**src/cmec_regs.svh**
```systemverilog
// register addresses, field positions and reset values of the core memory error counters
`ifndef CMEC_REGS_SVH
`define CMEC_REGS_SVH
`define CMEC_ADDR_ICACHE      12'h7F0
`define CMEC_ADDR_IMEM        12'h7F1
`define CMEC_CNT_MSB          26
`define CMEC_THR_LSB          27
`define CMEC_THR_MSB          31
`define CMEC_THR_MAX          5'h1A
`define CMEC_CNT_RST          27'h0000000
`define CMEC_THR_RST          5'h00
`define CMEC_CNT_ONE          27'h0000001
`define CMEC_DATA_W           32
`define CMEC_ECC_W            7
`endif

```
**src/cmec_pkg.sv**
```systemverilog
// types shared by the core memory error counter design
package cmec_pkg;
   typedef logic [26:0] cmec_count_type;
   typedef logic [4:0]  cmec_thresh_type;
   // outcome of one access check
   typedef enum logic [1:0] {
      CMEC_OK   = 2'b00,
      CMEC_SBE  = 2'b01,
      CMEC_DBE  = 2'b11
   } cmec_ecc_type;
endpackage

```
**src/cmec_counter.sv**
```systemverilog
// one error counter/threshold register with its interrupt condition
`timescale 1ns/10ps
`include "cmec_regs.svh"
module cmec_counter
   import cmec_pkg::*;
(
   // clock and reset
   input  wire logic            clk,
   input  wire logic            rst,
   // register access
   input  wire logic            wr_en,
   input  wire logic [31:0]     wr_data,
   // hardware event
   input  wire logic            inc,
   // state
   output logic [31:0]          rd_data,
   output logic                 irq
);
   cmec_count_type  count_q;
   cmec_thresh_type thresh_q;
   cmec_thresh_type thr_wr;

   // out-of-range thresholds are folded to the top count bit
   assign thr_wr = (wr_data[`CMEC_THR_MSB:`CMEC_THR_LSB] > `CMEC_THR_MAX) ?
                   `CMEC_THR_MAX : wr_data[`CMEC_THR_MSB:`CMEC_THR_LSB];

   // threshold, read/write only
   always_ff @(posedge clk or posedge rst) begin
      if (rst) begin
         thresh_q <= `CMEC_THR_RST;
      end else if (wr_en) begin
         thresh_q <= thr_wr;
      end
   end

   // count: software write takes the cycle, otherwise wrap-around increment
   always_ff @(posedge clk or posedge rst) begin
      if (rst) begin
         count_q <= `CMEC_CNT_RST;
      end else if (wr_en) begin
         count_q <= wr_data[`CMEC_CNT_MSB:0];
      end else if (inc) begin
         count_q <= count_q + `CMEC_CNT_ONE;
      end
   end

   // reads have no side effect
   assign rd_data = {thresh_q, count_q};
   // level, not sticky; clearing the count drops it
   assign irq     = count_q[thresh_q];
endmodule // cmec_counter

```
**src/cmec_core_mem_errors.sv**
```systemverilog
// error handling and counting for the core's local memories
// What this block does
// - data memory keeps seven check bits per word
// - data single-bit: correct, write back on retire
// - data uncorrectable: access fault or DMA error
// - flagged system data discarded, fault or NMI
// - every fetch single-bit error fixed; counted unless a 0x7F1 write takes the same cycle
// - fetch single-bit: flush and refetch, no inline fix
// - fetch fatal fault only when oldest instruction
// - no address logged, only counts
// - cache counter counts tag or data errors
// - instruction memory counter: fetch or DMA read
// - count bits 26:0, threshold 31:27, reset zero
// - threshold 27 to 31 stored as 26
// - interrupt while selected count bit is one
// - reads harmless, writes set both fields
// - count wraps, no saturation
// - instruction memory DMA single-bit errors counted in any power state
// - illegal writes converted to legal values
// - registers at 0x7F0 and 0x7F1
// - several cache errors in a cycle count once
`timescale 1ns/10ps
`include "cmec_regs.svh"
module cmec_core_mem_errors
   import cmec_pkg::*;
(
   // clock and reset
   input  wire logic                        clk,
   input  wire logic                        rst,
   // control/status register port
   input  wire logic                        csr_wr_en,
   input  wire logic [11:0]                 csr_addr,
   input  wire logic [31:0]                 csr_wr_data,
   output logic [31:0]                      csr_rd_data,
   output logic                             csr_hit,
   // instruction cache checks, one bit per tag way and per data chunk
   input  wire logic [3:0]                  ic_tag_err,
   input  wire logic [3:0]                  ic_data_err,
   // instruction memory fetch check
   input  wire logic                        ifetch_valid,
   input  wire cmec_ecc_type                ifetch_ecc,
   input  wire logic                        ifetch_oldest,
   // instruction memory DMA read check
   input  wire logic                        imem_dma_valid,
   input  wire cmec_ecc_type                imem_dma_ecc,
   // data memory load/store check
   input  wire logic                        dmem_valid,
   input  wire logic                        dmem_is_store,
   input  wire logic                        dmem_nonspec,
   input  wire logic                        dmem_retire,
   input  wire logic [`CMEC_DATA_W-1:0]     dmem_raw_data,
   input  wire logic [`CMEC_ECC_W-1:0]      dmem_raw_ecc,
   input  wire cmec_ecc_type                dmem_ecc,
   input  wire logic [`CMEC_DATA_W-1:0]     dmem_fix_data,
   input  wire logic [`CMEC_ECC_W-1:0]      dmem_fix_ecc,
   // data memory DMA read check
   input  wire logic                        dmem_dma_valid,
   input  wire cmec_ecc_type                dmem_dma_ecc,
   // system memory responses
   input  wire logic                        sys_rsp_valid,
   input  wire logic                        sys_rsp_err,
   input  wire logic [1:0]                  sys_rsp_kind,
   // pipeline results
   output logic [`CMEC_DATA_W-1:0]          dmem_load_data,
   output logic                             dmem_wb_en,
   output logic [`CMEC_DATA_W-1:0]          dmem_wb_data,
   output logic [`CMEC_ECC_W-1:0]           dmem_wb_ecc,
   output logic                             imem_wb_en,
   output logic                             refetch_flush,
   output logic                             instr_access_fault,
   output logic                             load_access_fault,
   output logic                             store_access_fault,
   output logic                             store_bus_error_nmi,
   output logic                             sys_data_discard,
   output logic                             dma_err_rsp,
   // correctable error local interrupts
   output logic                             ic_err_irq,
   output logic                             imem_err_irq,
   output logic                             corr_err_irq
);
   // system response kinds
   localparam logic [1:0] KIND_FETCH = 2'b00;
   localparam logic [1:0] KIND_LOAD  = 2'b01;
   localparam logic [1:0] KIND_STORE = 2'b10;

   logic        ic_inc;
   logic        imem_inc;
   logic        wr_ic;
   logic        wr_im;
   logic [31:0] rd_ic;
   logic [31:0] rd_im;
   logic        dmem_sbe_ret;
   // decoded events; fetch_sbe, dmem_dbe_ns and sys_fatal each feed more than one result
   logic        fetch_sbe;
   logic        fetch_dbe_old;
   logic        imdma_sbe;
   logic        imdma_dbe;
   logic        dmdma_dbe;
   logic        dmem_dbe_ns;
   logic        sys_fatal;

   // timing of this block, as seen from the pipeline:
   //  - every check input is a single-cycle level, taken at the rising edge
   //  - every fault, flush and write-back strobe is registered, so it
   //    stands for exactly the cycle after its cause; the pipeline must
   //    act on it then, there is no second chance
   //  - the two counters answer reads combinationally in the same cycle
   //  - a register write and a hardware increment in one cycle: the write
   //    wins and the increment is lost; firmware clearing the count is the
   //    usual reason to write, so losing one event there is harmless
   //  - the interrupt levels follow the counters with no extra delay
   // limitation: no address or syndrome is kept for any error, so a
   // recurring fault can be seen by its rate only, not by its location
   // decode used for every checked access
   function automatic logic is_sbe(input cmec_ecc_type e);
      is_sbe = (e == CMEC_SBE);
   endfunction

   function automatic logic is_dbe(input cmec_ecc_type e);
      is_dbe = (e == CMEC_DBE);
   endfunction

   // any number of cache hits in one cycle gives a single increment
   assign ic_inc = (|ic_tag_err) | (|ic_data_err);

   // fetch errors count whether or not the instruction executes;
   // DMA path ignores power and halt state on purpose
   assign imem_inc = (ifetch_valid & is_sbe(ifetch_ecc)) |
                     (imem_dma_valid & is_sbe(imem_dma_ecc));

   // register select
   assign wr_ic   = csr_wr_en & (csr_addr == `CMEC_ADDR_ICACHE);
   assign wr_im   = csr_wr_en & (csr_addr == `CMEC_ADDR_IMEM);
   assign csr_hit = (csr_addr == `CMEC_ADDR_ICACHE) | (csr_addr == `CMEC_ADDR_IMEM);

   // only counts are kept, no address capture anywhere
   cmec_counter u_ic_cnt (
      .clk     (clk),
      .rst     (rst),
      .wr_en   (wr_ic),
      .wr_data (csr_wr_data),
      .inc     (ic_inc),
      .rd_data (rd_ic),
      .irq     (ic_err_irq)
   );

   cmec_counter u_im_cnt (
      .clk     (clk),
      .rst     (rst),
      .wr_en   (wr_im),
      .wr_data (csr_wr_data),
      .inc     (imem_inc),
      .rd_data (rd_im),
      .irq     (imem_err_irq)
   );

   // read mux, unmapped addresses read zero
   always_comb begin
      case (csr_addr)
         `CMEC_ADDR_ICACHE: csr_rd_data = rd_ic;
         `CMEC_ADDR_IMEM:   csr_rd_data = rd_im;
         default:           csr_rd_data = 32'h00000000;
      endcase
   end

   assign corr_err_irq = ic_err_irq | imem_err_irq;

   // data memory single-bit write back only for a retiring access
   assign dmem_sbe_ret = dmem_valid & is_sbe(dmem_ecc) & dmem_retire;

   // fetch and dma decodes; a younger fatal fetch is left to be refetched
   assign fetch_sbe     = ifetch_valid & is_sbe(ifetch_ecc);
   assign fetch_dbe_old = ifetch_valid & is_dbe(ifetch_ecc) & ifetch_oldest;
   assign imdma_sbe     = imem_dma_valid & is_sbe(imem_dma_ecc);
   assign imdma_dbe     = imem_dma_valid & is_dbe(imem_dma_ecc);
   assign dmdma_dbe     = dmem_dma_valid & is_dbe(dmem_dma_ecc);
   // speculative data accesses never fault, they may yet be squashed
   assign dmem_dbe_ns   = dmem_valid & is_dbe(dmem_ecc) & dmem_nonspec;
   // flagged system data is dropped whatever the access kind
   assign sys_fatal     = sys_rsp_valid & sys_rsp_err;

   // corrected load data goes out registered; the 7-bit code is checked upstream
   always_ff @(posedge clk or posedge rst) begin
      if (rst) begin
         dmem_load_data <= '0;
      end else if (dmem_valid) begin
         dmem_load_data <= is_sbe(dmem_ecc) ? dmem_fix_data : dmem_raw_data;
      end
   end

   // data memory write back of the corrected word and check bits
   always_ff @(posedge clk or posedge rst) begin
      if (rst) begin
         dmem_wb_en   <= 1'b0;
         dmem_wb_data <= '0;
         dmem_wb_ecc  <= '0;
      end else begin
         dmem_wb_en <= dmem_sbe_ret;
         if (dmem_sbe_ret) begin
            dmem_wb_data <= dmem_fix_data;
            dmem_wb_ecc  <= dmem_fix_ecc;
         end
      end
   end

   // fetch single-bit: no in-line fix because it would cost a cycle;
   // a stuck bit here can loop refetching forever
   always_ff @(posedge clk or posedge rst) begin
      if (rst) begin
         refetch_flush <= 1'b0;
      end else begin
         refetch_flush <= fetch_sbe;
      end
   end

   // instruction memory write back, for fetches and dma reads alike
   always_ff @(posedge clk or posedge rst) begin
      if (rst) begin
         imem_wb_en <= 1'b0;
      end else begin
         imem_wb_en <= fetch_sbe | imdma_sbe;
      end
   end

   // instruction access fault: oldest fatal fetch or flagged system fetch
   always_ff @(posedge clk or posedge rst) begin
      if (rst) begin
         instr_access_fault <= 1'b0;
      end else begin
         instr_access_fault <= fetch_dbe_old |
                               (sys_fatal & (sys_rsp_kind == KIND_FETCH));
      end
   end

   // load access fault: local uncorrectable load or flagged system load
   always_ff @(posedge clk or posedge rst) begin
      if (rst) begin
         load_access_fault <= 1'b0;
      end else begin
         load_access_fault <= (dmem_dbe_ns & ~dmem_is_store) |
                              (sys_fatal & (sys_rsp_kind == KIND_LOAD));
      end
   end

   // store/amo access fault: local memory only, system stores use the nmi
   always_ff @(posedge clk or posedge rst) begin
      if (rst) begin
         store_access_fault <= 1'b0;
      end else begin
         store_access_fault <= dmem_dbe_ns & dmem_is_store;
      end
   end

   // system stores are posted, so the error can only come back as an nmi
   always_ff @(posedge clk or posedge rst) begin
      if (rst) begin
         store_bus_error_nmi <= 1'b0;
      end else begin
         store_bus_error_nmi <= sys_fatal & (sys_rsp_kind == KIND_STORE);
      end
   end

   // tells the fetch and load paths to drop the flagged system word
   always_ff @(posedge clk or posedge rst) begin
      if (rst) begin
         sys_data_discard <= 1'b0;
      end else begin
         sys_data_discard <= sys_fatal;
      end
   end

   // error response to the dma master for either local memory
   always_ff @(posedge clk or posedge rst) begin
      if (rst) begin
         dma_err_rsp <= 1'b0;
      end else begin
         dma_err_rsp <= dmdma_dbe | imdma_dbe;
      end
   end
endmodule // cmec_core_mem_errors

```
**config.mk**
```make
export PLATFORM = sky130hd
export DESIGN_NAME = cmec_core_mem_errors
export DESIGN_NICKNAME = d
export VERILOG_FILES = /design/src/cmec_pkg.sv /design/src/cmec_counter.sv /design/src/cmec_core_mem_errors.sv
export VERILOG_INCLUDE_DIRS = /design/src
export SDC_FILE = /design/constraint.sdc
export NUM_CORES = 1
export LEC_CHECK = 0
export BUFFER_PORTS_ARGS = -buffer_cell sky130_fd_sc_hd__buf_2
export CORE_ASPECT_RATIO = 1.75
export CORE_MARGIN = 1
export CORE_UTILIZATION = 46
export DETAILED_ROUTE_END_ITERATION = 8
export GPL_ROUTABILITY_DRIVEN = 1
export PLACE_DENSITY = 0.77
export SLEW_MARGIN = 15
export SYNTH_ARGS = -nofsm -noshare
export SYNTH_HDL_FRONTEND = slang
export SYNTH_SLANG_ARGS = --single-unit
```
**constraint.sdc**
```tcl
create_clock -name clk -period 3.85 [get_ports clk]
set_input_delay 0 -clock clk [delete_from_list [all_inputs] [get_ports clk]]
set_output_delay 0 -clock clk [all_outputs]
set_load 0.01 [all_outputs]
```
## Word-level counts from Yosys, hierarchy flattened

Cells that the tools add are included.

| word-level totals | value |
|---|---|
| register bits | 144 |
| bits of input ports | 153 |
| logic and storage cells | 74 |

| operators by class | value |
|---|---|
| add/subtract/negate cells | 2 |
| order comparisons | 3 |
| equality and inequality tests | 11 |
| mux-type cells | 11 |
| bitwise logic cells | 26 |
| reduce and logical (&&, ||, !) cells | 5 |

Operators by type and width:

| cell | number |
|---|---|
| $mux W27 | 4 |
| $pmux W32 S2 | 1 |
| $add A27 B1 Y27 const B | 2 |
| $mux W32 | 1 |
| $eq A12 B11 Y1 const B | 2 |
| $and A1 B1 Y1 | 18 |
| $lt A5 B6 Y1 const B | 2 |
| $bmux W1 S5 | 2 |
| $eq A2 B2 Y1 const B | 5 |
| $eq A2 B1 Y1 const B | 4 |
| $reduce_or A4 Y1 | 2 |
| $or A1 B1 Y1 | 7 |
| $gt A5 B5 Y1 const B | 1 |
| $mux W5 | 1 |
| $reduce_bool A2 Y1 | 2 |
| $logic_not A2 Y1 | 1 |
| $mux W1 | 2 |
| $not A1 Y1 | 1 |

## Depth between registers and ports, before layout

| depth | value |
|---|---|
| word-level depth | 5 |
| gate-level depth with buffers | 8 |
| mapped depth without buffers | 6 |

## Cells and area by module

From an unflattened synthesis, not the netlist that was laid out.

| unflattened totals | value |
|---|---|
| cell total of the unflattened synthesis | 822 |
| area total of the unflattened synthesis | 8,181.6 um^2 |

By module, submodules not included:

| module | times used | cells each | area an instance (um^2) | sequential area each (um^2) |
|---|---|---|---|---|
| cmec_core_mem_errors | 1 | 384 | 4,172.8 | 2,001.9 |
| cmec_counter | 2 | 219 | 2,004.4 | 800.8 |

## Least setup slack after synthesis

No wires, ideal clock.

| path | value |
|---|---|
| path kind | register -> output |
| start point | register u_im_cnt.thresh_q[0] |
| end point | output corr_err_irq |
| data arrival time | 1.703 ns |
| slack | 2.147 ns |
| stages on the path, launching flop included | 7 |
| path buffers | 1 |
| path through | dfrtp_1 > buf_2 > mux4_2 > nor3b_1 > o21ai_0 > o2111ai_1 > a21o_1 |

| on the way | value |
|---|---|
| cells in the longest elaborated chain, start to end | 3 |

RTL lines:

| item | line | RTL |
|---|---|---|
| start: declaration | cmec_counter.sv:20 | `cmec_thresh_type thresh_q;` |
| start signal: assignment | cmec_counter.sv:30 | `` thresh_q <= `CMEC_THR_RST; `` |
| start signal: assignment | cmec_counter.sv:32 | `thresh_q <= thr_wr;` |
| $bmux W1 S5 | cmec_counter.sv:50 | `assign irq = count_q[thresh_q];` |
| $mux W1 (implied by the code) | cmec_counter.sv:50 |  |
| via imem_err_irq | cmec_core_mem_errors.sv:78 | `output logic imem_err_irq,` |
| $or A1 B1 Y1 | cmec_core_mem_errors.sv:166 | `assign corr_err_irq = ic_err_irq \| imem_err_irq;` |
| end: declaration | cmec_core_mem_errors.sv:79 | `output logic corr_err_irq` |

The timed path passes the listed nets, and every way through them passes these cells. The select of a mux whose other input is x is not followed.

## Final worst setup path

| path | value |
|---|---|
| start point | register u_ic_cnt.thresh_q[0] |
| end point | output corr_err_irq |

| on the way | value |
|---|---|
| cells in the longest elaborated chain, start to end | 3 |

RTL lines:

| item | line |
|---|---|
| start: declaration | cmec_counter.sv:20 |
| start signal: assignment | cmec_counter.sv:30 |
| start signal: assignment | cmec_counter.sv:32 |
| $bmux W1 S5 | cmec_counter.sv:50 |
| $mux W1 (implied by the code) | cmec_counter.sv:50 |
| $or A1 B1 Y1 | cmec_core_mem_errors.sv:166 |

No other way between the ends. The select of a mux whose other input is x is not followed.

==> run summary <==
• result of the run: complete, no violations
• row count: 62
• terminus of the critical flop-to-flop path: u_im_cnt.count_q[17]
• data arrival time of the worst path: 2510 ps
• clock sink count: 144
• Peak supply drop: 0.0003093 V
• first-pass GRT wire length: 42470 um
• total clock buffers created by CTS: 17
• number of max-capacitance violations reported: 0
• layout cells sized above 1: 27.27%
• weighted congestion reported at the end of routability-driven placement: 0.9299
• count of state elements after synthesis: 144
• DRC violations left: 0
• Syn. warnings: 0
• standard cell core area: 0.01645 mm2
• FF/Latch Area: 0.003603 mm2
• nets in the synthesized netlist: 992
• via count of the first global-routing pass: 8027
• register share of total power: 43.1%
• final max-slew violation count: 0
• initial antenna violation count: 0
• Initial DRC Count: 381
• CP endpoint kind: output port
• power share of the combinational group: 20.6%
• worst hold margin: 44.55 ps
• Most used DFF post-synth: dfrtp_1
• total congestion overflow: 0
• path category of the worst min-delay check: input port to register
• power density normalized to cell area: 404.9 mW/mm2
• clock-pin slew on the worst setup and hold paths: 60 ps
• count of cells along the worst register-to-register path: 5
• 1st-pass router iterations: 5
• final wirelength: 26820 um
• synthesized instance count: 837
• Worst Setup EP: corr_err_irq
• CP max FO: 9
• Synth async-reset ratio: 100.0%
• vias: 7858
• maximum clock insertion buffer count: 2
• final-stage net count: 1347
• leakage power summed over all cells: 5.438 nW
• Post-Syn Area: 0.007731 mm2
• worst relative slew slack: 26.37%
• Post-synth EDFFs: 0
• total track usage: 32.02%
• TritonCTS clock tree: yes
• number of levels the H-tree was split into: 4
• final count of hold timing violations: 0
• number of inserted filler cells in the final layout: 1212
• initial cell density of the core: 47.01%
• floorplan die width: 100 um
• clock power share: 36.3%
• pin count of the biggest net entering global routing: 80
• reg-to-reg slack, setup: 1560 ps
• switching share of power: 29.97%
• setup TNS: 0 ps
• average footprint of a synthesized cell: 9.237 um2
• Post-Place Worst Slack: 1579 ps
• crit path launch type: register
• WS Path Type: register to output port
• transition at the pin with the smallest max-transition slack: 1104 ps
• clock latency on the worst-skew pair: 410 ps
• fmax: 0.3980 GHz
• critical path startpoint: u_ic_cnt.thresh_q[0]
• wire length per cell after detailed routing: 18.80 um
• Unique masters post-synth: 43
• shortest period the worst path allows: 2513 ps
• share of the yosys chip area belonging to registers: 46.61%
• IO Port Bufs: 261
• Cell Int Power: 0.003095 W
• startpoint of the most critical register-to-register path: u_im_cnt.count_q[6]
• switching power total: 0.001325 W
• die boundary height: 173.5 um
• I/O pin count: 269
• via/cell ratio: 5.507
• setup violation total in the final timing report: 0
• root buf cell: clkbuf_16
• multi-input gate area in the final layout: 0.003869 mm2
• Clock Skews: 7.977 ps
• post-route ant nets: 0
• Crit path required time: 3850 ps
• diode count: 0
• synthesis-to-layout area growth: 41.22%
• RSZ-0062 raised after global routing: no
• HPWL Detailed: 17340 um
• post-route fraction of the period consumed by the critical path: 65.26%
• die area: 0.01735 mm2
• smallest setup slack after layout: 1337 ps
sequential cells by signal (all words and copies together) (netlist names), 5 cells and up:
register	cells
dmem_load_data	32
dmem_wb_data	32
u_ic_cnt.count_q	27
u_im_cnt.count_q	27
dmem_wb_ecc	7
u_ic_cnt.thresh_q	5
u_im_cnt.thresh_q	5
cell type report:
type | count | area share (%)
sequential | 144 | 33.00
timing repair buffer | 388 | 23.38
tap | 224 | 2.567
clock buffer | 19 | 4.057
inverter | 13 | 0.4813
clock inverter | 11 | 1.077
multi-input combinational | 628 | 35.43
per-stage QoR:
stage / total power (W) / instance area [um2] / util (%) / instances
2_1_floorplan: 0.002333 / 7735 / - / 837
6_report: 0.004420 / 10920 / 66.39 / 1427
4_1_cts: 0.004392 / 10920 / 66.39 / 1427
3_5_place_dp: 0.002705 / 9186 / 55.86 / 1280
5_1_grt: 0.004603 / 10920 / 66.39 / 1427
3_3_place_gp: 0.002676 / 9186 / 55.86 / 1280
cell families (layout without fill, tap and decap cells):
logic type | after synthesis | after routing | synth area share (%)
XOR/XNOR | 52 | 52 | 5.891
buffers and inverters | 65 | 431 | 3.447
adder cells (fa/ha/maj) | 2 | 2 | 0.3236
flip-flops | 144 | 144 | 46.61
multiplexers | 85 | 85 | 13.06
AO/OA/AOI/OAI | 113 | 113 | 8.383
AND/OR/NAND/NOR | 376 | 376 | 22.29
layout by cell type (no fill, tap or decap), drive strengths merged, types with 7 or more instances in the layout:
cell	n
a21oi	64
and2	9
and3	14
and4	9
buf	271
clkbuf	19
clkinv	7
dfrtp	144
dlygate4sd3	117
inv	12
mux2i	69
mux4	12
nand2	176
nand3	25
nand4	23
nor2	102
o21ai	35
xnor2	11
xor2	41
synthesized netlist by cell type (all sizes together) (2+ instances only):
library cell / instances / share of area (%)
nand2: 176 / 8.5
dfrtp: 144 / 47
nor2: 102 / 5.0
mux2i: 69 / 8.9
a21oi: 64 / 4.1
xor2: 41 / 4.6
o21ai: 35 / 2.3
clkbuf: 31 / 1.5
nand3: 25 / 1.6
nand4: 23 / 2.1
buf: 21 / 1.3
and3: 14 / 1.2
inv: 13 / 0.63
mux4: 12 / 3.5
xnor2: 11 / 1.2
and2: 9 / 0.73
and4: 9 / 1.0
mux2: 4 / 0.58
nand3b: 4 / 0.39
nor3b: 4 / 0.39
a2111oi: 3 / 0.91
a31oi: 3 / 0.24
a211oi: 2 / 0.19
ha: 2 / 0.32
nand2b: 2 / 0.16
nor3: 2 / 0.26
nor4: 2 / 0.55
nor4bb: 2 / 0.26
power by group through the flow:
stage	clock, W	sequential [W]	combinational, W
floorplan	0	0.00192	0.000415
global placement	0	0.00191	0.000770
detailed placement	0	0.00192	0.000786
CTS	0.00161	0.00189	0.000886
global route	0.00168	0.00193	0.000990
finish	0.00160	0.00191	0.000910
how the worst min path moves through the flow:
stage	startpoint	to	slack [ps]	cells after the start
floorplan	sys_rsp_kind[0]	store_bus_error_nmi	70	1
global placement	dmem_fix_ecc[6]	dmem_wb_ecc[6]	190	3
detailed placement	dmem_fix_ecc[5]	dmem_wb_ecc[5]	200	3
CTS	dmem_raw_data[3]	dmem_load_data[3]	9	3
global route	ifetch_valid	refetch_flush	60	3
finish	ifetch_valid	refetch_flush	40	3
worst max-delay path, cell delays in order, from the launching register on:
cell     delay (ps)
dfrtp_1         670
mux4_2          610
mux2_2          280
nor3b_1         180
a21oi_1          80
a21o_1          150
buf_2           130
metal layers:
metal | routed length [um] | GRT usage [%] | share of wire, % | vias to the layer above
met5 | 0 | 0 | 0 | -
met4 | 1417 | 18.06 | 5.3 | 0
met3 | 2078 | 6.855 | 7.7 | 89
met2 | 14180 | 57.82 | 53 | 471
met1 | 9143 | 33.78 | 34 | 3740
li1 | - | - | - | 3558
repair_timing:
| item | 4_1_cts | 5_1_grt |
|---|---|---|
| gates resized for setup | 0 | 0 |
| endpoints found under the hold margin | 284 | 0 |
| setup endpoints to repair | 0 | 0 |
| hold buffers | 117 | 0 |
| setup buffers | 0 | 0 |
Power figures use the tool's default switching activity.
